$ cat config.mk
export PLATFORM = sky130hd
export DESIGN_NAME = wcthr_threshold_regs
export DESIGN_NICKNAME = d
export VERILOG_FILES = /design/src/hdl/wcthr_pkg.sv /design/src/hdl/wcthr_window_cmp.sv /design/src/hdl/wcthr_threshold_regs.sv
export SDC_FILE = /design/constraint.sdc
export NUM_CORES = 1
export LEC_CHECK = 0
export ABC_AREA = 1
export BUFFER_PORTS_ARGS = -buffer_cell sky130_fd_sc_hd__buf_2
export CORE_MARGIN = 2
export CORE_UTILIZATION = 30
export DETAILED_ROUTE_END_ITERATION = 10
export PLACE_DENSITY = 0.49
export SETUP_SLACK_MARGIN = 0.4
export SYNTH_ARGS = -nofsm -noshare
export SYNTH_HDL_FRONTEND = slang
export SYNTH_SLANG_ARGS = --single-unit
$ cat constraint.sdc
create_clock -name clk -period 3.6 [get_ports clk]
set_input_delay 0.54 -clock clk [delete_from_list [all_inputs] [get_ports clk]]
set_output_delay 0.54 -clock clk [all_outputs]
set_load 0.03 [all_outputs]
$ cat src/hdl/wcthr_pkg.sv
// Constants and types for the window comparator threshold register bank
package wcthr_pkg;

    // ------------------------------------------------------------------
    // Register addresses
    // ------------------------------------------------------------------
    localparam logic [7:0] ADDR_CH4_LOW_UP   = 8'h33;
    localparam logic [7:0] ADDR_CH5_HYST     = 8'h34;
    localparam logic [7:0] ADDR_CH5_HIGH_UP  = 8'h35;
    localparam logic [7:0] ADDR_CH5_COUNT    = 8'h36;
    localparam logic [7:0] ADDR_CH5_LOW_UP   = 8'h37;
    localparam logic [7:0] ADDR_CH6_HYST     = 8'h38;
    localparam logic [7:0] ADDR_CH6_HIGH_UP  = 8'h39;

    // ------------------------------------------------------------------
    // Reset values
    // ------------------------------------------------------------------
    localparam logic [7:0] RST_LOW_UP        = 8'h00;
    localparam logic [7:0] RST_HYST          = 8'hf0;
    localparam logic [7:0] RST_HIGH_UP       = 8'hff;
    localparam logic [7:0] RST_COUNT         = 8'h00;
    localparam logic [7:0] RD_UNMAPPED       = 8'h00;

    // ------------------------------------------------------------------
    // Field positions: upper nibble holds a limit nibble, lower the setting
    // ------------------------------------------------------------------
    localparam int         NIB_HI_MSB        = 7;
    localparam int         NIB_HI_LSB        = 4;
    localparam int         NIB_LO_MSB        = 3;
    localparam int         NIB_LO_LSB        = 0;
    localparam int         HYST_SHIFT        = 3;
    localparam logic [2:0] HYST_FILL         = 3'h0;
    localparam logic [4:0] HYST_PAD          = 5'h00;
    localparam logic [3:0] CNT_ZERO          = 4'h0;
    localparam logic [3:0] CNT_ONE           = 4'h1;
    localparam logic [11:0] FULL_SCALE       = 12'hfff;
    localparam logic [11:0] ZERO_SCALE       = 12'h000;

    // ------------------------------------------------------------------
    // Carriers
    // ------------------------------------------------------------------
    typedef struct packed {
        logic       wrEn;
        logic       rdEn;
        logic [7:0] addr;
        logic [7:0] wrData;
    } wcthr_regreq_t;

    typedef struct packed {
        logic        valid;
        logic [11:0] data;
    } wcthr_sample_t;

    typedef struct packed {
        logic [7:0] ch4LowUp;
        logic [7:0] ch5Hyst;
        logic [7:0] ch5HighUp;
        logic [7:0] ch5Count;
        logic [7:0] ch5LowUp;
        logic [7:0] ch6Hyst;
        logic [7:0] ch6HighUp;
    } wcthr_regs_t;

    typedef struct packed {
        wcthr_regs_t regs;
        logic [7:0]  rdData;
        logic        rdValid;
    } wcthr_bank_state_t;

    typedef struct packed {
        logic [3:0] cnt;
        logic       flag;
    } wcthr_cmp_state_t;

    localparam wcthr_regs_t REGS_RESET = '{
        ch4LowUp:  RST_LOW_UP,
        ch5Hyst:   RST_HYST,
        ch5HighUp: RST_HIGH_UP,
        ch5Count:  RST_COUNT,
        ch5LowUp:  RST_LOW_UP,
        ch6Hyst:   RST_HYST,
        ch6HighUp: RST_HIGH_UP
    };

endpackage

$ cat src/hdl/wcthr_window_cmp.sv
// Window comparator with hysteresis and beyond-limit event counter that only an inside-window sample restarts
`timescale 1ns/1ps

module wcthr_window_cmp
    import wcthr_pkg::*;
(
    // Clock and reset
    input  wire logic          clk,
    input  wire logic          sys_rst,
    // Limits and settings
    input  wire logic [11:0]   highLimit,
    input  wire logic [11:0]   lowLimit,
    input  wire logic [3:0]    hystValue,
    input  wire logic [3:0]    countCfg,
    // Samples and flag
    input  wire wcthr_sample_t sample,
    input  wire logic          eventClear,
    output logic               eventFlag
);

    // ------------------------------------------------------------------
    // Hysteresis-adjusted release levels
    // ------------------------------------------------------------------
    logic [11:0]      hystAmt;
    logic [11:0]      highRelease;
    logic [12:0]      lowSum;
    logic [11:0]      lowRelease;
    logic             isAbove;
    logic             isBelow;
    logic             isInside;
    wcthr_cmp_state_t s_q;
    wcthr_cmp_state_t s_d;

    assign hystAmt     = {HYST_PAD, hystValue, HYST_FILL};
    assign highRelease = (highLimit > hystAmt) ? highLimit - hystAmt : ZERO_SCALE;
    assign lowSum      = {1'b0, lowLimit} + {1'b0, hystAmt};
    // Saturate so a large band never wraps into an always-inside window
    assign lowRelease  = lowSum[12] ? FULL_SCALE : lowSum[11:0];
    assign isAbove     = sample.data > highLimit;
    assign isBelow     = sample.data < lowLimit;
    assign isInside    = (sample.data <= highRelease) && (sample.data >= lowRelease);

    // ------------------------------------------------------------------
    // Counter and sticky flag
    // ------------------------------------------------------------------
    always_comb begin
        s_d = s_q;
        if (eventClear) begin
            s_d.flag = 1'b0;
        end
        if (sample.valid) begin
            if (isAbove || isBelow) begin
                // At or past n, so lowering n mid-run cannot skip the flag
                if (s_q.cnt >= countCfg) begin
                    s_d.flag = 1'b1;
                end else begin
                    s_d.cnt = s_q.cnt + CNT_ONE;
                end
            end else if (isInside) begin
                s_d.cnt = CNT_ZERO;
            end
        end
    end

    always_ff @(posedge clk) begin
        if (sys_rst) begin
            s_q <= '0;
        end else begin
            s_q <= s_d;
        end
    end

    assign eventFlag = s_q.flag;
endmodule

$ cat src/hdl/wcthr_threshold_regs.sv
// Threshold, hysteresis and event-count register bank with channel 5 comparator
`timescale 1ns/1ps

// Summary of operation
// - High upper byte compares top eight result bits
// - High lower nibble compares result bits 3:0
// - Low lower nibble compares result bits 3:0
// - Hysteresis shifted left three, moves both release levels inside the limits
// - Flag after n+1 beyond-limit samples with no inside-window sample between
// - High limit fields reset to all ones
// - Low limit, hysteresis, count reset to zero
// - Hysteresis register: high nibble upper, hysteresis lower
// - Count register 0x36: low nibble, count field
// - Group order hysteresis, high, count, low
// - Channel 4 low upper byte at 0x33
module wcthr_threshold_regs
    import wcthr_pkg::*;
(
    // Clock and reset
    input  wire logic          clk,
    input  wire logic          sys_rst,
    // Serial register port, decoded
    input  wire wcthr_regreq_t regReq,
    output logic [7:0]         regRdData,
    output logic               regRdValid,
    // Channel 5 samples and event flag
    input  wire wcthr_sample_t ch5Sample,
    input  wire logic          ch5EventClear,
    output logic               ch5EventFlag,
    // Fields for neighbouring channel groups
    output logic [7:0]         ch4LowLimitUpperByte,
    output logic [3:0]         ch6HighLimitLowerNibble,
    output logic [3:0]         ch6HystValue,
    output logic [7:0]         ch6HighLimitUpperByte
);

    // ------------------------------------------------------------------
    // State
    // ------------------------------------------------------------------
    wcthr_bank_state_t s_q;
    wcthr_bank_state_t s_d;
    logic [11:0]       ch5HighLimit;
    logic [11:0]       ch5LowLimit;
    logic [3:0]        ch5HystValue;
    logic [3:0]        ch5ConsecutiveCount;

    // ------------------------------------------------------------------
    // Register write and read
    // ------------------------------------------------------------------
    always_comb begin
        s_d = s_q;
        s_d.rdValid = regReq.rdEn;
        if (regReq.wrEn) begin
            unique case (regReq.addr)
                ADDR_CH4_LOW_UP:  s_d.regs.ch4LowUp  = regReq.wrData;
                ADDR_CH5_HYST:    s_d.regs.ch5Hyst   = regReq.wrData;
                ADDR_CH5_HIGH_UP: s_d.regs.ch5HighUp = regReq.wrData;
                ADDR_CH5_COUNT:   s_d.regs.ch5Count  = regReq.wrData;
                ADDR_CH5_LOW_UP:  s_d.regs.ch5LowUp  = regReq.wrData;
                ADDR_CH6_HYST:    s_d.regs.ch6Hyst   = regReq.wrData;
                ADDR_CH6_HIGH_UP: s_d.regs.ch6HighUp = regReq.wrData;
                default: begin
                    // Unmapped writes are dropped
                end
            endcase
        end
        if (regReq.rdEn) begin
            // Read sees the value held before a write in the same cycle
            unique case (regReq.addr)
                ADDR_CH4_LOW_UP:  s_d.rdData = s_q.regs.ch4LowUp;
                ADDR_CH5_HYST:    s_d.rdData = s_q.regs.ch5Hyst;
                ADDR_CH5_HIGH_UP: s_d.rdData = s_q.regs.ch5HighUp;
                ADDR_CH5_COUNT:   s_d.rdData = s_q.regs.ch5Count;
                ADDR_CH5_LOW_UP:  s_d.rdData = s_q.regs.ch5LowUp;
                ADDR_CH6_HYST:    s_d.rdData = s_q.regs.ch6Hyst;
                ADDR_CH6_HIGH_UP: s_d.rdData = s_q.regs.ch6HighUp;
                default:          s_d.rdData = RD_UNMAPPED;
            endcase
        end
    end

    always_ff @(posedge clk) begin
        if (sys_rst) begin
            s_q.regs    <= REGS_RESET;
            s_q.rdData  <= RD_UNMAPPED;
            s_q.rdValid <= 1'b0;
        end else begin
            s_q <= s_d;
        end
    end

    // ------------------------------------------------------------------
    // Field extraction
    // ------------------------------------------------------------------
    assign ch5HighLimit        = {s_q.regs.ch5HighUp,
                                  s_q.regs.ch5Hyst[NIB_HI_MSB:NIB_HI_LSB]};
    assign ch5HystValue        = s_q.regs.ch5Hyst[NIB_LO_MSB:NIB_LO_LSB];
    assign ch5LowLimit         = {s_q.regs.ch5LowUp,
                                  s_q.regs.ch5Count[NIB_HI_MSB:NIB_HI_LSB]};
    assign ch5ConsecutiveCount = s_q.regs.ch5Count[NIB_LO_MSB:NIB_LO_LSB];

    assign regRdData               = s_q.rdData;
    assign regRdValid              = s_q.rdValid;
    assign ch4LowLimitUpperByte    = s_q.regs.ch4LowUp;
    assign ch6HighLimitLowerNibble = s_q.regs.ch6Hyst[NIB_HI_MSB:NIB_HI_LSB];
    assign ch6HystValue            = s_q.regs.ch6Hyst[NIB_LO_MSB:NIB_LO_LSB];
    assign ch6HighLimitUpperByte   = s_q.regs.ch6HighUp;

    // ------------------------------------------------------------------
    // Channel 5 comparator
    // ------------------------------------------------------------------
    wcthr_window_cmp u_ch5_cmp (
        .clk        (clk),
        .sys_rst    (sys_rst),
        .highLimit  (ch5HighLimit),
        .lowLimit   (ch5LowLimit),
        .hystValue  (ch5HystValue),
        .countCfg   (ch5ConsecutiveCount),
        .sample     (ch5Sample),
        .eventClear (ch5EventClear),
        .eventFlag  (ch5EventFlag)
    );
endmodule

# Word-level counts from Yosys, hierarchy flattened
# Index checks and enable logic that the tools add are counted.
dict set report totals {
  ff_bits 70
  in_bits 34
  output_inout_bits 34
}
dict set report classes {
  n_addsub 3
  order_cmp 6
  n_eq_ne 8
  mux 10
  n_reduce_logical 11
}
# operator count
set ops {}
lappend ops {{$eq 8x6->1 const B} 7}
lappend ops {{$pmux 8 s7} 1}
lappend ops {{$mux 12} 2}
lappend ops {{$reduce_and 2->1} 7}
lappend ops {{$add 12x7->13} 1}
lappend ops {{$ge 12x12->1} 1}
lappend ops {{$gt 12x12->1} 1}
lappend ops {{$gt 12x7->1} 1}
lappend ops {{$le 12x12->1} 1}
lappend ops {{$lt 12x12->1} 1}
lappend ops {{$mux 4} 3}
lappend ops {{$sub 12x7->12} 1}
lappend ops {{$add 4x1->4 const B} 1}
lappend ops {{$ge 4x4->1} 1}
lappend ops {{$mux 1} 4}
lappend ops {{$reduce_and 3->1} 1}
lappend ops {{$ne 2x2->1 const B} 1}
lappend ops {{$reduce_bool 2->1} 1}
lappend ops {{$logic_and 1x1->1} 1}
lappend ops {{$logic_or 1x1->1} 1}

# Depth between registers and ports, before layout
dict set report logic_depth {
  word_depth 6
  depth_mapped 24
  mapped_depth_nobuf 23
}

# By module
# Synthesis repeated with hierarchy kept, for this count alone.
dict set report unflattened {
  hier_cells 720
  area_unflattened_um2 5132.4
}
# mod instances cells_per_inst area_per_inst_um2 seq_area_each_um2
set modules_own_cells {}
lappend modules_own_cells {wcthr_threshold_regs 1 379 2956.6 1301.2}
lappend modules_own_cells {wcthr_window_cmp 1 341 2175.8 100.1}

# Worst setup path after synthesis
# No wires, ideal clock.
dict set report synth_timing {
  path_kind {register -> register}
  start {register s_q (netlist bit ch5HystValue[1])}
  end {register u_ch5_cmp.s_q[3] (netlist name)}
  arrival_ps 2719
  slack_ps 817
  stages_incl_launch_ff 22
  synth_period_minus_slack_ps 2783
  cell_sequence {dfxtp_1 -> inv_1 -> ha_1 -> nand2_1 -> nor2_1 -> a21oi_1 -> o21ai_0 -> o41ai_1 -> nand3_1 -> buf_2 -> nand3_1 -> ha_1 -> a21oi_1 -> o21a_1 -> nand3_1 -> nand2_1 -> nand2_1 -> nand2_1 -> inv_2 -> nor2_2 -> nor2_1 -> nor2_1}
}
dict set report synth_via {
  elab_chain_cells 6
  word_cells_on_any_way 10
  cone_classes {2 x add/sub; 3 x order compare; 2 x mux; 3 x reduce/logical}
}
# element line_no
set synth_rtl {}
lappend synth_rtl {{start: declaration} wcthr_threshold_regs.sv:40} ;# wcthr_bank_state_t s_q;
lappend synth_rtl {{$sub 12x7->12, or another cell as far along} wcthr_window_cmp.sv:35} ;# assign highRelease = (highLimit > hystAmt) ? highLimit - hystAmt : ZERO_SCALE;
lappend synth_rtl {{$mux 12, on equally long branches} {wcthr_window_cmp.sv:35, wcthr_window_cmp.sv:38}}
lappend synth_rtl {{$le 12x12->1 or $ge 12x12->1 (tied branches)} wcthr_window_cmp.sv:41} ;# assign isInside = (sample.data <= highRelease) && (sample.data >= lowRelease);
lappend synth_rtl {{$logic_and 1x1->1 *} wcthr_window_cmp.sv:41}
lappend synth_rtl {{$reduce_bool 2->1 (no source line) *} -}
lappend synth_rtl {{$reduce_and 3->1 (no source line) *} -}
lappend synth_rtl {{end signal: assignment} wcthr_window_cmp.sv:67} ;# s_q <= '0;
lappend synth_rtl {{end signal: assignment} wcthr_window_cmp.sv:69} ;# s_q <= s_d;
lappend synth_rtl {{end: declaration} wcthr_window_cmp.sv:31} ;# wcthr_cmp_state_t s_q;
# Mark *: on every way between the ends. The rest lies on a longest branch, timed or not.
# A chain may end at the register's enable or synchronous reset.

# Final worst setup path
dict set report layout_timing {
  start {register s_q (netlist bit ch5HighLimit[3])}
  end {register u_ch5_cmp.s_q[1] (netlist name)}
}
dict set report layout_via {
  elab_chain_cells 6
  word_cells_on_any_way 11
  cone_classes {1 x add/sub; 3 x order compare; 1 x eq/ne; 2 x mux; 4 x reduce/logical}
}
# element line_no
set layout_rtl {}
lappend layout_rtl {{$sub 12x7->12 or $gt 12x7->1 (tied branches)} wcthr_window_cmp.sv:35}
lappend layout_rtl {{$mux 12} wcthr_window_cmp.sv:35}
lappend layout_rtl {{$le 12x12->1} wcthr_window_cmp.sv:41}
lappend layout_rtl {{$logic_and 1x1->1} wcthr_window_cmp.sv:41}
lappend layout_rtl {{$reduce_bool 2->1 (no source line)} -}
lappend layout_rtl {{$reduce_and 3->1 (no source line)} -}
# Several ways; a longest one is shown, not always the timed one.

==> flow_metrics.tcl <==
set metrics [dict create \
    run_status "finished, final reports clean" \
    die-area_um2 17500 \
    most-common-layout-cells "175 x sky130_fd_sc_hd__nand2_1, 78 x sky130_fd_sc_hd__inv_1, 69 x sky130_fd_sc_hd__a21oi_1, 67 x sky130_fd_sc_hd__buf_2, 66 x sky130_fd_sc_hd__dfxtp_1" \
    syn-num-nets 797 \
    netlist_instances 701 \
    number_of_enable_flip_flop_cells_after_synthesis 0 \
    diodes 0 \
    route.layer.met1.wl_um 7970 \
    tritoncts "yes" \
    first_pass_iters 5 \
    worstSetupPathDepth 20 \
    dr_wl_met2_um 7140 \
    p_sw_mw 0.490 \
    post_drt_via_cell_ratio 4.92 \
    power-per-cell-area_nw_per_um2 318 \
    placementRows 46 \
    synth_async_sr_flop_share_pct 0 \
    power.static_leakage_nw 2.91 \
    detailed_place_hpwl_um 12800 \
    startpoint_type_of_the_worst_setup_path "flip-flop" \
    fin_setup_tns_ns 0 \
    synthSimpleGateAreaFrac_pct 28.1 \
    max_stage_delay_ns 0.39 \
    finalWorstPathRequiredPeriod_ns 3.03 \
    path_max_fanout 5 \
    synth_xor_xnor_area_share_pct 0.533 \
    cts_buffer_depth 2 \
    antenna_found_initial 0 \
    main_combinational_cell_family_by_area_after_synthesis "simple AND/OR/NAND/NOR gates" \
    die_width_um 132 \
    cpLargestDelayFamily "simple AND/OR/NAND/NOR gates" \
    part_of_the_power_in_the_clock_network_pct 47.1 \
    first_pass_grt_wire_length_um 25300 \
    slew_viol_final 0 \
    floorplan.die.height_um 132 \
    drt_total_wl_um 16300 \
    top_layer_used "met4" \
    worst_margin_slew_ns 1.13 \
    design.portCount 68 \
    place.port_buffers 67 \
    post_synth_mux_area_share_pct 0 \
    postCtsHoldBufs 0 \
    hold_start "ch5EventClear" \
    yosys.cell_types.count 39 \
    worst_setup_hold_path_clk_slew_ns 0.06 \
    cts.htree.levels 3 \
    number_of_buffers_created_by_cts 9 \
    avgRoutedWirePerCell_um 16.5 \
    detailroute.via_count 4865 \
    switching_share_pct 25.9 \
    critPathCaptureType "flip-flop" \
    synth_seq_cells 70 \
    yosys.area_share.adder_pct 16.0 \
    timing.setup.critical_path_class "flip-flop to flip-flop" \
    achievable-frequency_mhz 330 \
    clock-skew-final_ns 0.00294 \
    setup_viol_count_final 0 \
    final_common_cell "sky130_fd_sc_hd__nand2_1" \
    drcViolationCount 0 \
    number_of_max_capacitance_violations_reported 0 \
    worst_r2r_startpoint "ch5HighLimit[3]$_SDFFE_PP1P_" \
    finalPower_mw 1.89 \
    syn_area_per_cell_um2 7.04 \
    ys_seq_area_share_pct 28.4 \
    combinationalPowerShare_pct 11.2 \
    cell_int_power_mw 1.40 \
    cpMaxStageDelayCell "sky130_fd_sc_hd__fa_1" \
    ys_dominant_reg_cell "sky130_fd_sc_hd__dfxtp_1" \
    timing.final.hold_violations 0 \
    reg_to_reg_slack_setup_ns 0.57 \
    worst_ep_required_time_ns 3.87 \
    number_of_global_route_vias_before_repair 4599 \
    critPathMostFrequentCell "sky130_fd_sc_hd__nor2_1" \
    rsz_0062_raised_after_global_routing "false" \
    gp_routability_congestion 0.841 \
    fin_nets 865 \
    tritoncts_num_sinks 70 \
    ir_drop_v 0.000185 \
    holdCritPathClass "input port to flip-flop" \
    layout-drive-gt1-share_pct 21.0 \
    worstPathCellList "inv_1, ha_1, fa_1, nor2_1, o21ai_0, inv_1, nor3_2, or2_2, nand3_2, ha_4, a21oi_2, o21a_1, nand3_1, nand2_2, nand2_2, nand2_4, inv_2, nor2_4, nor2_1, nor2_1" \
    core_area_um2 16000 \
    cts_root_buf "sky130_fd_sc_hd__clkbuf_16" \
    synth_area_um2 4930 \
    reg2reg_depth 20 \
    synth-compound-area-share_pct 18.6 \
    slew-limit-headroom_pct 24.4 \
    hold_depth 4 \
    flow.area_growth_from_synthesis_pct 20.6 \
    seq_power_share_pct 41.7 \
    data_arrival_time_of_the_critical_path_ns 3.30 \
    initial_cell_density_of_the_core_pct 30.8 \
    postRouteAntennaNets 0 \
    met3_wirelength_um 892 \
    maximum_number_of_pins_on_one_net_before_global_route_repair 38 \
    track_usage_pct 18.5 \
    clock_latency_ns 0.33 \
    first_drt_iteration_drcs 276 \
    crit_path_start "ch5HighLimit[3]$_SDFFE_PP1P_" \
    ys.warnings.count 0 \
    fin_crit_sh_pct 84.3 \
    path_buf_inv 3 \
    grt.overflow.total 0 \
]
## sequential cells by signal (all words and copies together), names as in the netlist
signal                   cells
ch5HighLimit                12
ch5LowLimit                 12
ch4LowLimitUpperByte         8
ch6HighLimitUpperByte        8
regRdData                    8
ch5ConsecutiveCount          4
ch5HystValue                 4
ch6HighLimitLowerNibble      4
ch6HystValue                 4
u_ch5_cmp.s_q                4
regRdValid                   1
u_ch5_cmp.eventFlag          1
## through the flow
step	std cells	setup slack [ns]	util, %	cell area, um^2	hold WS, ns
3_3_place_gp	971	0.320	34.2	5470	0.455
2_1_floorplan	701	0.817	-	4930	0.442
4_1_cts	987	0.435	36.2	5790	0.448
6_report	989	0.566	37.2	5950	0.457
3_5_place_dp	971	0.166	34.2	5470	0.461
5_1_grt	989	0.352	37.2	5950	0.450
## cells by family (layout without fill, tap and decap cells)
logic type      count (synthesis)  count (layout)
compound gates                155             155
flops                          70              70
xor+xnor                        3               3
buf+inv                       102             174
simple gates                  309             309
fa+ha+maj                      62              62
## path summary, 6_finish.rpt
check                                   end
min          u_ch5_cmp.eventFlag$_SDFF_PP0_
max reg2reg   u_ch5_cmp.s_q[1]$_SDFFE_PP0P_
max           u_ch5_cmp.s_q[1]$_SDFFE_PP0P_
min reg2reg  u_ch5_cmp.eventFlag$_SDFF_PP0_
## worst register-to-register path: cells and delay by family, from the launching register on
kind                       cells  cell delay, ns
buffers and inverters          3            0.23
and+or+nand+nor               11            1.17
AOI/OAI and AO/OA              3            0.35
adders and majority gates      3            0.86
DFF                            1            0.34
## area by class of cell
cell class | count | area, um^2
Clock buffer | 10 | 239
Clock inverter | 5 | 58.8
Fill cell | 1767 | 10100
Inverter | 86 | 323
Multi-Input combinational cell | 529 | 3260
Sequential cell | 70 | 1410
Tap cell | 216 | 270
Timing Repair Buffer | 73 | 384
## power groups by stage
stage,registers (mW),logic (mW),clock network [mW]
floorplan,0.809,0.121,0
global placement,0.808,0.199,0
detailed placement,0.807,0.207,0
CTS,0.790,0.208,0.912
global route,0.791,0.239,0.945
finish,0.790,0.212,0.893
## layer usage
metal  GRT usage (%)  up-vias
met5               0        -
met4            5.26        0
met3            3.88       19
met2            28.4      138
met1            26.1     2228
li1                -     2480
## cell usage after synthesis (2+ instances only)
cell type                  instances  area, um^2
sky130_fd_sc_hd__a21oi_1          71         355
sky130_fd_sc_hd__a21oi_2           7        61.3
sky130_fd_sc_hd__a31oi_1           2        12.5
sky130_fd_sc_hd__buf_2             2        10.0
sky130_fd_sc_hd__buf_6             3        33.8
sky130_fd_sc_hd__clkbuf_1          9        33.8
sky130_fd_sc_hd__dfxtp_1          70        1400
sky130_fd_sc_hd__fa_1              2        40.0
sky130_fd_sc_hd__ha_1             60         751
sky130_fd_sc_hd__inv_1            79         297
sky130_fd_sc_hd__inv_2             6        22.5
sky130_fd_sc_hd__nand2_1         180         676
sky130_fd_sc_hd__nand2_2           7        43.8
sky130_fd_sc_hd__nand3_1          33         165
sky130_fd_sc_hd__nand3_2           3        30.0
sky130_fd_sc_hd__nand4_1          15        93.8
sky130_fd_sc_hd__nor2_1           47         176
sky130_fd_sc_hd__nor2_2            3        18.8
sky130_fd_sc_hd__nor3_1            8        40.0
sky130_fd_sc_hd__nor3_4            2        32.5
sky130_fd_sc_hd__nor4_1            2        12.5
sky130_fd_sc_hd__nor4_4            2        42.5
sky130_fd_sc_hd__o211ai_1         13        97.6
sky130_fd_sc_hd__o211ai_2          8         100
sky130_fd_sc_hd__o21a_1            2        15.0
sky130_fd_sc_hd__o21ai_0          46         230
sky130_fd_sc_hd__o21ai_2           2        17.5
sky130_fd_sc_hd__or2_2             4        25.0
sky130_fd_sc_hd__xor2_1            3        26.3
## what timing repair did
action,4_1_cts,5_1_grt
endpoints found under the setup margin,4,4
cloned,0,1
pin swaps,1,13
resized for setup,5,31
setup buffers,1,1
No activity file was read; power rests on OpenSTA's default activity.
